===== config.mk =====
export PLATFORM = sky130hd
export DESIGN_NAME = lcd_segment_serial_driver
export DESIGN_NICKNAME = d
export VERILOG_FILES = /design/src/lcd_seg_pkg.sv /design/src/lcd_seg_mem.sv /design/src/lcd_segment_serial_driver.sv
export VERILOG_INCLUDE_DIRS = /design/src
export SDC_FILE = /design/constraint.sdc
export NUM_CORES = 1
export LEC_CHECK = 0
export BUFFER_PORTS_ARGS = -buffer_cell sky130_fd_sc_hd__buf_4
export CAP_MARGIN = 20
export CORE_ASPECT_RATIO = 1.25
export CORE_MARGIN = 2
export CORE_UTILIZATION = 52
export DETAILED_ROUTE_END_ITERATION = 8
export GPL_ROUTABILITY_DRIVEN = 0
export HOLD_SLACK_MARGIN = 0.12
export PLACE_DENSITY = 0.73
export SYNTH_ARGS = -nofsm -noshare
export SYNTH_HDL_FRONTEND = slang
export SYNTH_SLANG_ARGS = --single-unit

===== constraint.sdc =====
create_clock -name clk -period 3.5 [get_ports clk]
set_input_delay 1.05 -clock clk [delete_from_list [all_inputs] [get_ports clk]]
set_output_delay 1.05 -clock clk [all_outputs]
set_load 0.02 [all_outputs]

===== src/lcd_seg_defines.svh =====
`ifndef LCD_SEG_DEFINES_SVH
`define LCD_SEG_DEFINES_SVH

// serial word layout
`define LCD_WORD_BITS        8
`define LCD_OP_MSB           7
`define LCD_OP_LSB           5
`define LCD_ADDR_FIELD_MSB   4
`define LCD_NIB_FIELD_MSB    3

// command opcodes (top three bits of a command word)
`define LCD_OP_ADDR_SET      3'h0
`define LCD_OP_ALL_ON        3'h1
`define LCD_OP_ALL_OFF       3'h2
`define LCD_OP_NORMAL        3'h3
`define LCD_OP_NIB_WRITE     3'h4
`define LCD_OP_RESET         3'h6

// display memory geometry
`define LCD_MEM_DEPTH        32
`define LCD_MEM_WIDTH        4
`define LCD_ADDR_W           5

// address steps
`define LCD_ADDR_STEP_BYTE   5'h02
`define LCD_ADDR_STEP_NIB    5'h01
`define LCD_ADDR_RESET       5'h00

// drive level codes
`define LCD_LVL_VDD          2'h0
`define LCD_LVL_V1           2'h1
`define LCD_LVL_V2           2'h2
`define LCD_LVL_V3           2'h3

// timing: oscillator ticks per common phase
`define LCD_TICKS_PER_PHASE  36

`endif


===== src/lcd_seg_pkg.sv =====
package lcd_seg_pkg;

	// display output mode
	typedef enum logic [1:0] {
		DISP_NORMAL  = 2'b00,
		DISP_ALL_ON  = 2'b01,
		DISP_ALL_OFF = 2'b10
	} disp_mode_e;

	// 2-bit drive level code
	typedef logic [1:0] level_t;

endpackage : lcd_seg_pkg


===== src/lcd_seg_mem.sv =====
`include "lcd_seg_defines.svh"

// 32x4 display memory, two write ports, one registered bit-slice read
module lcd_seg_mem #(
	parameter int DEPTH = `LCD_MEM_DEPTH,
	parameter int WIDTH = `LCD_MEM_WIDTH
) (
	input  wire logic                     clk,
	input  wire logic                     rst,
	input  wire logic                     wr_en_a,
	input  wire logic [$clog2(DEPTH)-1:0] wr_addr_a,
	input  wire logic [WIDTH-1:0]         wr_data_a,
	input  wire logic                     wr_en_b,
	input  wire logic [$clog2(DEPTH)-1:0] wr_addr_b,
	input  wire logic [WIDTH-1:0]         wr_data_b,
	input  wire logic [$clog2(WIDTH)-1:0] rd_bit_sel,
	output logic      [DEPTH-1:0]         rd_slice
);

	logic [WIDTH-1:0] mem      [DEPTH];  // storage
	logic [WIDTH-1:0] next_mem [DEPTH];  // next storage
	logic [DEPTH-1:0] next_rd_slice;     // next read slice

	// elaboration check: slice select needs at least two bits and words
	if (DEPTH < 2 || WIDTH < 2) begin : g_bad_size
		$error("lcd_seg_mem: DEPTH and WIDTH must be at least 2");
	end

	// write ports and slice read, port b wins on same address
	always_comb begin
		for (int i = 0; i < DEPTH; i++) begin
			next_mem[i] = mem[i];
			next_rd_slice[i] = mem[i][rd_bit_sel];
		end
		if (wr_en_a) begin
			next_mem[wr_addr_a] = wr_data_a;
		end
		if (wr_en_b) begin
			next_mem[wr_addr_b] = wr_data_b;
		end
	end

	// register storage and read data
	always_ff @(posedge clk) begin
		if (rst) begin
			for (int i = 0; i < DEPTH; i++) begin
				mem[i] <= '0;
			end
			rd_slice <= '0;
		end else begin
			mem      <= next_mem;
			rd_slice <= next_rd_slice;
		end
	end

endmodule : lcd_seg_mem


===== src/lcd_segment_serial_driver.sv =====
`include "lcd_seg_defines.svh"

////////////////////////////////////////////////////////////////////////////////
// Overview of operation
// [RULE_01] eight-bit shift register with three-bit counter
// [RULE_02] chip select falling clears counter, opens input
// [RULE_03] oscillator start also clears the counter; an accepted shift edge in the same cycle increments it instead
// [RULE_04] sample on shift rise, msb first
// [RULE_05] counter returns to zero after eight edges
// [RULE_06] full word goes to memory or decoder
// [RULE_07] select sampled at eighth edge, high=command
// [RULE_08] data bit one lights, zero darkens segment
// [RULE_09] command words decoded to control device
// [RULE_10] memory is thirty-two four-bit locations
// [RULE_11] byte writes two nibbles, address plus two
// [RULE_12] opcode 100 writes one nibble, plus one
// [RULE_13] incremented address kept until set again
// [RULE_14] five-bit presettable address counter
// [RULE_15] address wraps from thirty-one to zero
// [RULE_16] thirty-two bits read out per phase
// [RULE_17] common counter makes phase and polarity
// [RULE_18] rc oscillator or external clock input
// [RULE_19] four-level drive for all outputs
// [RULE_20] opcode 000 loads address from low bits
// [RULE_21] 001 all on, 010 all off
// [RULE_22] 011 returns to normal display
// [RULE_23] 110 resets, display turned off
// [RULE_24] unknown opcodes are ignored
// [RULE_25] segment level from phase, polarity, bit
module lcd_segment_serial_driver
	import lcd_seg_pkg::*;
#(
	parameter int TICKS_PER_PHASE = `LCD_TICKS_PER_PHASE
) (
	input  wire logic        clk,
	input  wire logic        rst,
	input  wire logic        shift_clock_in,
	input  wire logic        serial_data_in,
	input  wire logic        chip_sel_n,
	input  wire logic        cmd_sel,
	input  wire logic        rc_node_in,
	output logic             rc_node_out,
	output logic [7:0]       backplane_drive,
	output logic [63:0]      frontplane_drive
);

	localparam int DIV_W = $clog2(TICKS_PER_PHASE + 1);

	if (TICKS_PER_PHASE < 1) begin : g_bad_ticks
		$error("TICKS_PER_PHASE must be at least 1");
	end

	////////////////////////////////////////////////////////////////////////////
	// serial input

	logic        sck_prev;        // last shift clock level
	logic        cs_prev_n;       // last chip select level
	logic        rc_prev;         // last oscillator level
	logic        osc_seen;        // oscillator has ticked
	logic        accept;          // input opened by chip select
	logic [7:0]  shreg;           // serial shift register
	logic [2:0]  bit_cnt;         // edges in current word
	logic        word_done;       // one-cycle word complete pulse
	logic        word_is_cmd;     // completed word was a command
	logic [7:0]  word;            // completed word
	logic        next_accept;
	logic        next_osc_seen;
	logic [7:0]  next_shreg;
	logic [2:0]  next_bit_cnt;
	logic        next_word_done;
	logic        next_word_is_cmd;
	logic [7:0]  next_word;
	logic        sck_rise;        // shift clock rising edge
	logic        cs_fall;         // chip select falling edge
	logic        rc_tick;         // oscillator rising edge
	logic        osc_start;       // first oscillator edge

	assign sck_rise  = shift_clock_in & ~sck_prev;
	assign cs_fall   = ~chip_sel_n & cs_prev_n;
	assign rc_tick   = rc_node_in & ~rc_prev;
	assign osc_start = rc_tick & ~osc_seen;

	// shift, count and word completion
	always_comb begin
		next_accept      = accept;
		next_osc_seen    = osc_seen | rc_tick;
		next_shreg       = shreg;
		next_bit_cnt     = (chip_sel_n && osc_start) ? 3'h0 : bit_cnt; // [RULE_03]
		next_word_done   = 1'b0;
		next_word_is_cmd = word_is_cmd;
		next_word        = word;
		if (chip_sel_n) begin
			// deselected: input closed
			next_accept = 1'b0;
		end else if (cs_fall) begin
			// open input, restart word
			next_accept  = 1'b1; // [RULE_02]
			next_bit_cnt = 3'h0; // [RULE_02]
		end else if (accept && sck_rise) begin
			// msb arrives first, so shift left
			next_shreg   = {shreg[6:0], serial_data_in}; // [RULE_01] [RULE_04]
			next_bit_cnt = bit_cnt + 3'h1; // [RULE_01] [RULE_05]
			if (bit_cnt == 3'h7) begin
				// eighth edge: hand word on, sample select
				next_word_done   = 1'b1; // [RULE_06]
				next_word        = {shreg[6:0], serial_data_in}; // [RULE_06]
				next_word_is_cmd = cmd_sel; // [RULE_07]
			end
		end else if (osc_start) begin
			// oscillator start restarts the word
			next_bit_cnt = 3'h0; // [RULE_03]
		end
	end

	// serial registers
	always_ff @(posedge clk) begin
		if (rst) begin
			sck_prev    <= 1'b0;
			cs_prev_n   <= 1'b1;
			rc_prev     <= 1'b0;
			osc_seen    <= 1'b0;
			accept      <= 1'b0;
			shreg       <= 8'h00;
			bit_cnt     <= 3'h0;
			word_done   <= 1'b0;
			word_is_cmd <= 1'b0;
			word        <= 8'h00;
		end else begin
			sck_prev    <= shift_clock_in;
			cs_prev_n   <= chip_sel_n;
			rc_prev     <= rc_node_in;
			osc_seen    <= next_osc_seen;
			accept      <= next_accept;
			shreg       <= next_shreg;
			bit_cnt     <= next_bit_cnt;
			word_done   <= next_word_done;
			word_is_cmd <= next_word_is_cmd;
			word        <= next_word;
		end
	end

	////////////////////////////////////////////////////////////////////////////
	// command decoder and address counter

	logic [4:0]  addr;             // write address counter
	disp_mode_e  disp_mode;        // display mode
	logic [4:0]  next_addr;
	disp_mode_e  next_disp_mode;
	logic        wr_en_a;          // upper nibble / single nibble port
	logic        wr_en_b;          // lower nibble port
	logic [4:0]  wr_addr_b;        // following address
	logic [3:0]  wr_data_a;
	logic [2:0]  opcode;           // top bits of word

	assign opcode    = word[`LCD_OP_MSB:`LCD_OP_LSB];
	assign wr_addr_b = addr + `LCD_ADDR_STEP_NIB; // [RULE_15]

	// data writes and command execution
	always_comb begin
		next_addr      = addr;
		next_disp_mode = disp_mode;
		wr_en_a        = 1'b0;
		wr_en_b        = 1'b0;
		wr_data_a      = word[7:4];
		if (word_done && !word_is_cmd) begin
			// data byte: upper nibble here, lower next
			wr_en_a   = 1'b1; // [RULE_11] [RULE_08]
			wr_en_b   = 1'b1; // [RULE_11]
			next_addr = addr + `LCD_ADDR_STEP_BYTE; // [RULE_11] [RULE_13] [RULE_15]
		end else if (word_done) begin
			// command word
			case (opcode) // [RULE_09]
				`LCD_OP_ADDR_SET: begin
					next_addr = word[`LCD_ADDR_FIELD_MSB:0]; // [RULE_20] [RULE_14]
				end
				`LCD_OP_ALL_ON: begin
					next_disp_mode = DISP_ALL_ON; // [RULE_21]
				end
				`LCD_OP_ALL_OFF: begin
					next_disp_mode = DISP_ALL_OFF; // [RULE_21]
				end
				`LCD_OP_NORMAL: begin
					next_disp_mode = DISP_NORMAL; // [RULE_22]
				end
				`LCD_OP_NIB_WRITE: begin
					wr_en_a   = 1'b1; // [RULE_12]
					wr_data_a = word[`LCD_NIB_FIELD_MSB:0]; // [RULE_12]
					next_addr = addr + `LCD_ADDR_STEP_NIB; // [RULE_12] [RULE_13] [RULE_15]
				end
				`LCD_OP_RESET: begin
					next_disp_mode = DISP_ALL_OFF; // [RULE_23]
					next_addr      = `LCD_ADDR_RESET; // [RULE_23]
				end
				default: begin
					// undefined opcode: no effect
					next_addr = addr; // [RULE_24]
				end
			endcase
		end
	end

	// control registers
	always_ff @(posedge clk) begin
		if (rst) begin
			addr      <= `LCD_ADDR_RESET;
			disp_mode <= DISP_ALL_OFF;
		end else begin
			addr      <= next_addr;
			disp_mode <= next_disp_mode;
		end
	end

	////////////////////////////////////////////////////////////////////////////
	// display memory

	logic [31:0] seg_slice;        // bits for current phase
	logic [1:0]  phase;            // current common phase

	lcd_seg_mem #(
		.DEPTH (`LCD_MEM_DEPTH),
		.WIDTH (`LCD_MEM_WIDTH)
	) u_mem (
		.clk        (clk),
		.rst        (rst),
		.wr_en_a    (wr_en_a),
		.wr_addr_a  (addr),
		.wr_data_a  (wr_data_a),
		.wr_en_b    (wr_en_b),
		.wr_addr_b  (wr_addr_b),
		.wr_data_b  (word[3:0]),
		.rd_bit_sel (~phase), // [RULE_16] [RULE_10]
		.rd_slice   (seg_slice)
	);

	////////////////////////////////////////////////////////////////////////////
	// timing generator and common counter

	logic [DIV_W-1:0] div_cnt;     // ticks within phase
	logic             pol;         // frame polarity
	logic [1:0]       phase_d;     // phase aligned to slice
	logic             pol_d;       // polarity aligned to slice
	logic [DIV_W-1:0] next_div_cnt;
	logic [1:0]       next_phase;
	logic             next_pol;

	// divide oscillator ticks into phases and frames
	always_comb begin
		next_div_cnt = div_cnt;
		next_phase   = phase;
		next_pol     = pol;
		if (rc_tick) begin
			if (div_cnt == DIV_W'(TICKS_PER_PHASE - 1)) begin
				next_div_cnt = '0;
				next_phase   = phase + 2'h1; // [RULE_17]
				if (phase == 2'h3) begin
					next_pol = ~pol; // [RULE_17]
				end
			end else begin
				next_div_cnt = div_cnt + DIV_W'(1);
			end
		end
	end

	// timing registers, feedback inverter for the rc network
	always_ff @(posedge clk) begin
		if (rst) begin
			div_cnt     <= '0;
			phase       <= 2'h0;
			pol         <= 1'b0;
			phase_d     <= 2'h0;
			pol_d       <= 1'b0;
			rc_node_out <= 1'b1;
		end else begin
			div_cnt     <= next_div_cnt;
			phase       <= next_phase;
			pol         <= next_pol;
			phase_d     <= phase;
			pol_d       <= pol;
			rc_node_out <= ~rc_node_in; // [RULE_18]
		end
	end

	////////////////////////////////////////////////////////////////////////////
	// segment and common drivers

	logic [7:0]  next_backplane;
	logic [63:0] next_frontplane;
	logic        seg_on;           // effective segment state

	// one-third bias levels per phase and polarity
	always_comb begin
		seg_on = 1'b0;
		for (int c = 0; c < 4; c++) begin
			if (phase_d == 2'(c)) begin
				next_backplane[2*c +: 2] = pol_d ? `LCD_LVL_V3 : `LCD_LVL_VDD; // [RULE_19]
			end else begin
				next_backplane[2*c +: 2] = pol_d ? `LCD_LVL_V1 : `LCD_LVL_V2; // [RULE_19]
			end
		end
		for (int s = 0; s < 32; s++) begin
			case (disp_mode)
				DISP_ALL_ON:  seg_on = 1'b1; // [RULE_21]
				DISP_ALL_OFF: seg_on = 1'b0; // [RULE_21]
				default:      seg_on = seg_slice[s]; // [RULE_08] [RULE_22]
			endcase
			if (seg_on) begin
				next_frontplane[2*s +: 2] = pol_d ? `LCD_LVL_VDD : `LCD_LVL_V3; // [RULE_25]
			end else begin
				next_frontplane[2*s +: 2] = pol_d ? `LCD_LVL_V2 : `LCD_LVL_V1; // [RULE_25]
			end
		end
	end

	// drive registers
	always_ff @(posedge clk) begin
		if (rst) begin
			backplane_drive  <= '0;
			frontplane_drive <= '0;
		end else begin
			backplane_drive  <= next_backplane;
			frontplane_drive <= next_frontplane;
		end
	end
endmodule : lcd_segment_serial_driver


==> metrics.cfg <==
[status]
status=completed

[logic_synthesis]
yosysSeqAreaShare_pct=42.1
syn_nets=1430
syn_inst=1346
async_flop_share_pct=0
synth_common_cells=274 x dfxtp_1, 177 x nor2_1, 144 x nand2_1
yosys_warnings=0
synth-edff-count=0
synth_area_mm2=0.0130
synth-seq-cells=274
synth_most_common_cell=dfxtp_1
synthDistinctLibCells=55
synth_top_area_share_pct=42.1
synth_top_cell_by_area=dfxtp_1
synthTopCellsByArea=dfxtp_1 42%, mux2i_1 10%, ha_1 7.4%, mux4_2 5.5%, nor2_1 5.1%
synth_flop_cell=dfxtp_1
syn_avg_cell_area_um2=9.67

[timing]
relSlewSlack_pct=34.7
fmax_ghz=0.363
fin_crit_sh_pct=78.8
rsz0062_at_grt=false
tightestPinTransition_ns=0.980
final.setup.tns_ns=0
slew_violations=0
clock_skew_ns=0.00759
worst_slack_ns=0.742
fin_crit_ns=2.76
finalSetupViolCount=0
hold_violations=0

[global_routing]
grt_pass1_wl_um=48700
overflow=0
antenna_found_initial=0
grt_max_degree=165
grt_usage_pct=22.3
grt_pass1_vias=9560

[floorplanning]
rows=64
die_w_um=146
core_area_mm2=0.0246
io-pin-count=80
fp.dieArea_mm2=0.0263
start_util_pct=53.0
die_h_um=181

[clocking]
cts_tree=yes
cts.reportedPaths.clkPinSlew_ns=0.06
ctsRootBufferMaster=clkbuf_16
holdBufCountCts=0
h-tree-depth=1
clk-insertion-delay-late_ns=0.52
cts_setup_buffers=0
numCtsBuffers=27
clkSinkCount=274
cts.repair.resized=0
clk_path_buf_depth=3

[critical_path]
start_kind=register
r2r_end=u_mem.mem[96]
cp_data_required_time_ns=3.90
cp_cell_sequence=ha_1, xnor2_1, nor2_1, nand3_1, nand2_1, o22ai_1
reg2reg_depth=6
endpoint=u_mem.mem[96]
worst-path-stages=6
path_buf_inv=0
critical-path-slowest-cell=nor2_1
worstReg2RegStart=addr[0]
crit_type=register to register
slowest_delay_ns=0.64
reg2reg_slack_ns=0.74
endpoint_kind=register
crit_fanout=15
worstPathArrival_ns=3.15
cp_top_family=simple AND/OR/NAND/NOR gates
crit_start=addr[0]

[pwr]
power_density_mw_per_mm2=417
p_clk_share_pct=45.9
ir_drop_mv=0.425
p_seq_share_pct=51.5
pwr-share-comb_pct=2.6
p_sw_w=0.00129
netSwitchingFraction_pct=21.0
p_leak_nw=5.60
p_int_w=0.00484

[route]
wl_um=30100
antenna_left=0
viasPerCell=5.71
drcViolationCount=0
drt_first_pass_iters=7
wl_per_cell_um=17.5
vias=9836
drtIter0Drc=627

[flow_run]
maxCapViolations=0

[placed_design]
place_ws_ns=0.812
io_buffers=79
dp_hpwl_um=19400

[cells_and_area]
antenna_cells=0
nNetsFinal=1463
layout-drive-gt1-share_pct=17.8
utilization_pct=59.7
synthToLayoutAreaGrowth_pct=12.8

[worst_hold_path]
hold_class=register to register

==> cells in the final DEF, fill, tap and decap left out, drive strengths merged, types with 25 or more instances in the layout <==
cell,count
and2,37
clkbuf,35
a211oi,53
mux4,32
ha,77
mux2,25
nand2,144
nor2,177
dfxtp,274
mux2i,130
o22ai,77
a21oi,35
inv,44
buf,104
==> registers in the layout (all words and copies together), names as in the netlist, 2 cells and up <==
signal and count:
u_mem.mem 128, frontplane_drive 64, u_mem.rd_slice 32, word 8, shreg 7, div_cnt 6
addr 5, backplane_drive 5, bit_cnt 3, disp_mode 2, phase 2, phase_d 2
==> final cells by class <==
cell class,count,area (µm²)
Timing Repair Buffer,104,818
Clock buffer,35,746
Clock inverter,9,105
Tap cell,330,413
Inverter,45,169
Multi-Input combinational cell,927,6950
Sequential cell,274,5490
Fill cell,2029,9900
==> through the flow <==
step	hold slack [ns]	instances	power [W]	instance area, µm²
floorplan	0.437	1346	0.00332	13000
global placement	0.444	1680	0.00338	13800
detailed placement	0.456	1680	0.00339	13800
CTS	0.465	1724	0.00617	14700
global route	0.495	1724	0.00631	14700
finish	0.462	1724	0.00613	14700
==> per-layer routing <==
metal | global-route usage, % | vias up | part of all wire (%)
met3 | 2.60 | 66 | 5.1
met2 | 40.3 | 295 | 49
met4 | 7.92 | 0 | 3.0
met5 | 0 | - | 0
li1 | - | 4758 | -
met1 | 27.4 | 4717 | 43
==> worst min-delay path, cell delays in order, from the launching register on <==
cell     delay, ns
dfxtp_1       0.31
nand2_1       0.05
a21oi_1       0.05
==> kinds of logic after synthesis <==
group / synth area share [%]
adder cells (fa/ha/maj): 7.40
buffers and inverters: 4.58
flip-flops: 42.1
multiplexers: 17.7
XOR/XNOR: 0.875
AO/OA/AOI/OAI: 11.9
AND/OR/NAND/NOR: 15.4
==> how the worst min path moves through the flow <==
stage          startpoint        to  slack (ns)  depth (start not counted)
2_1_floorplan    shreg[6]  shreg[6]        0.44                          2
4_1_cts          shreg[6]  shreg[6]        0.47                          2
6_report         shreg[6]  shreg[6]        0.46                          2
5_1_grt          shreg[4]  shreg[5]        0.49                          2
3_3_place_gp     shreg[6]  shreg[6]        0.44                          2
3_5_place_dp     shreg[6]  shreg[6]        0.46                          2
==> power by group through the flow <==
stage                     logic (W)  registers [W]  clock network [W]
after global placement     0.000158        0.00322                  0
final                      0.000159        0.00316            0.00281
after floorplan           0.0000707        0.00325                  0
after CTS                  0.000160        0.00316            0.00285
after global routing       0.000173        0.00316            0.00298
after detailed placement   0.000160        0.00323                  0
Power figures use the tool's default switching activity.
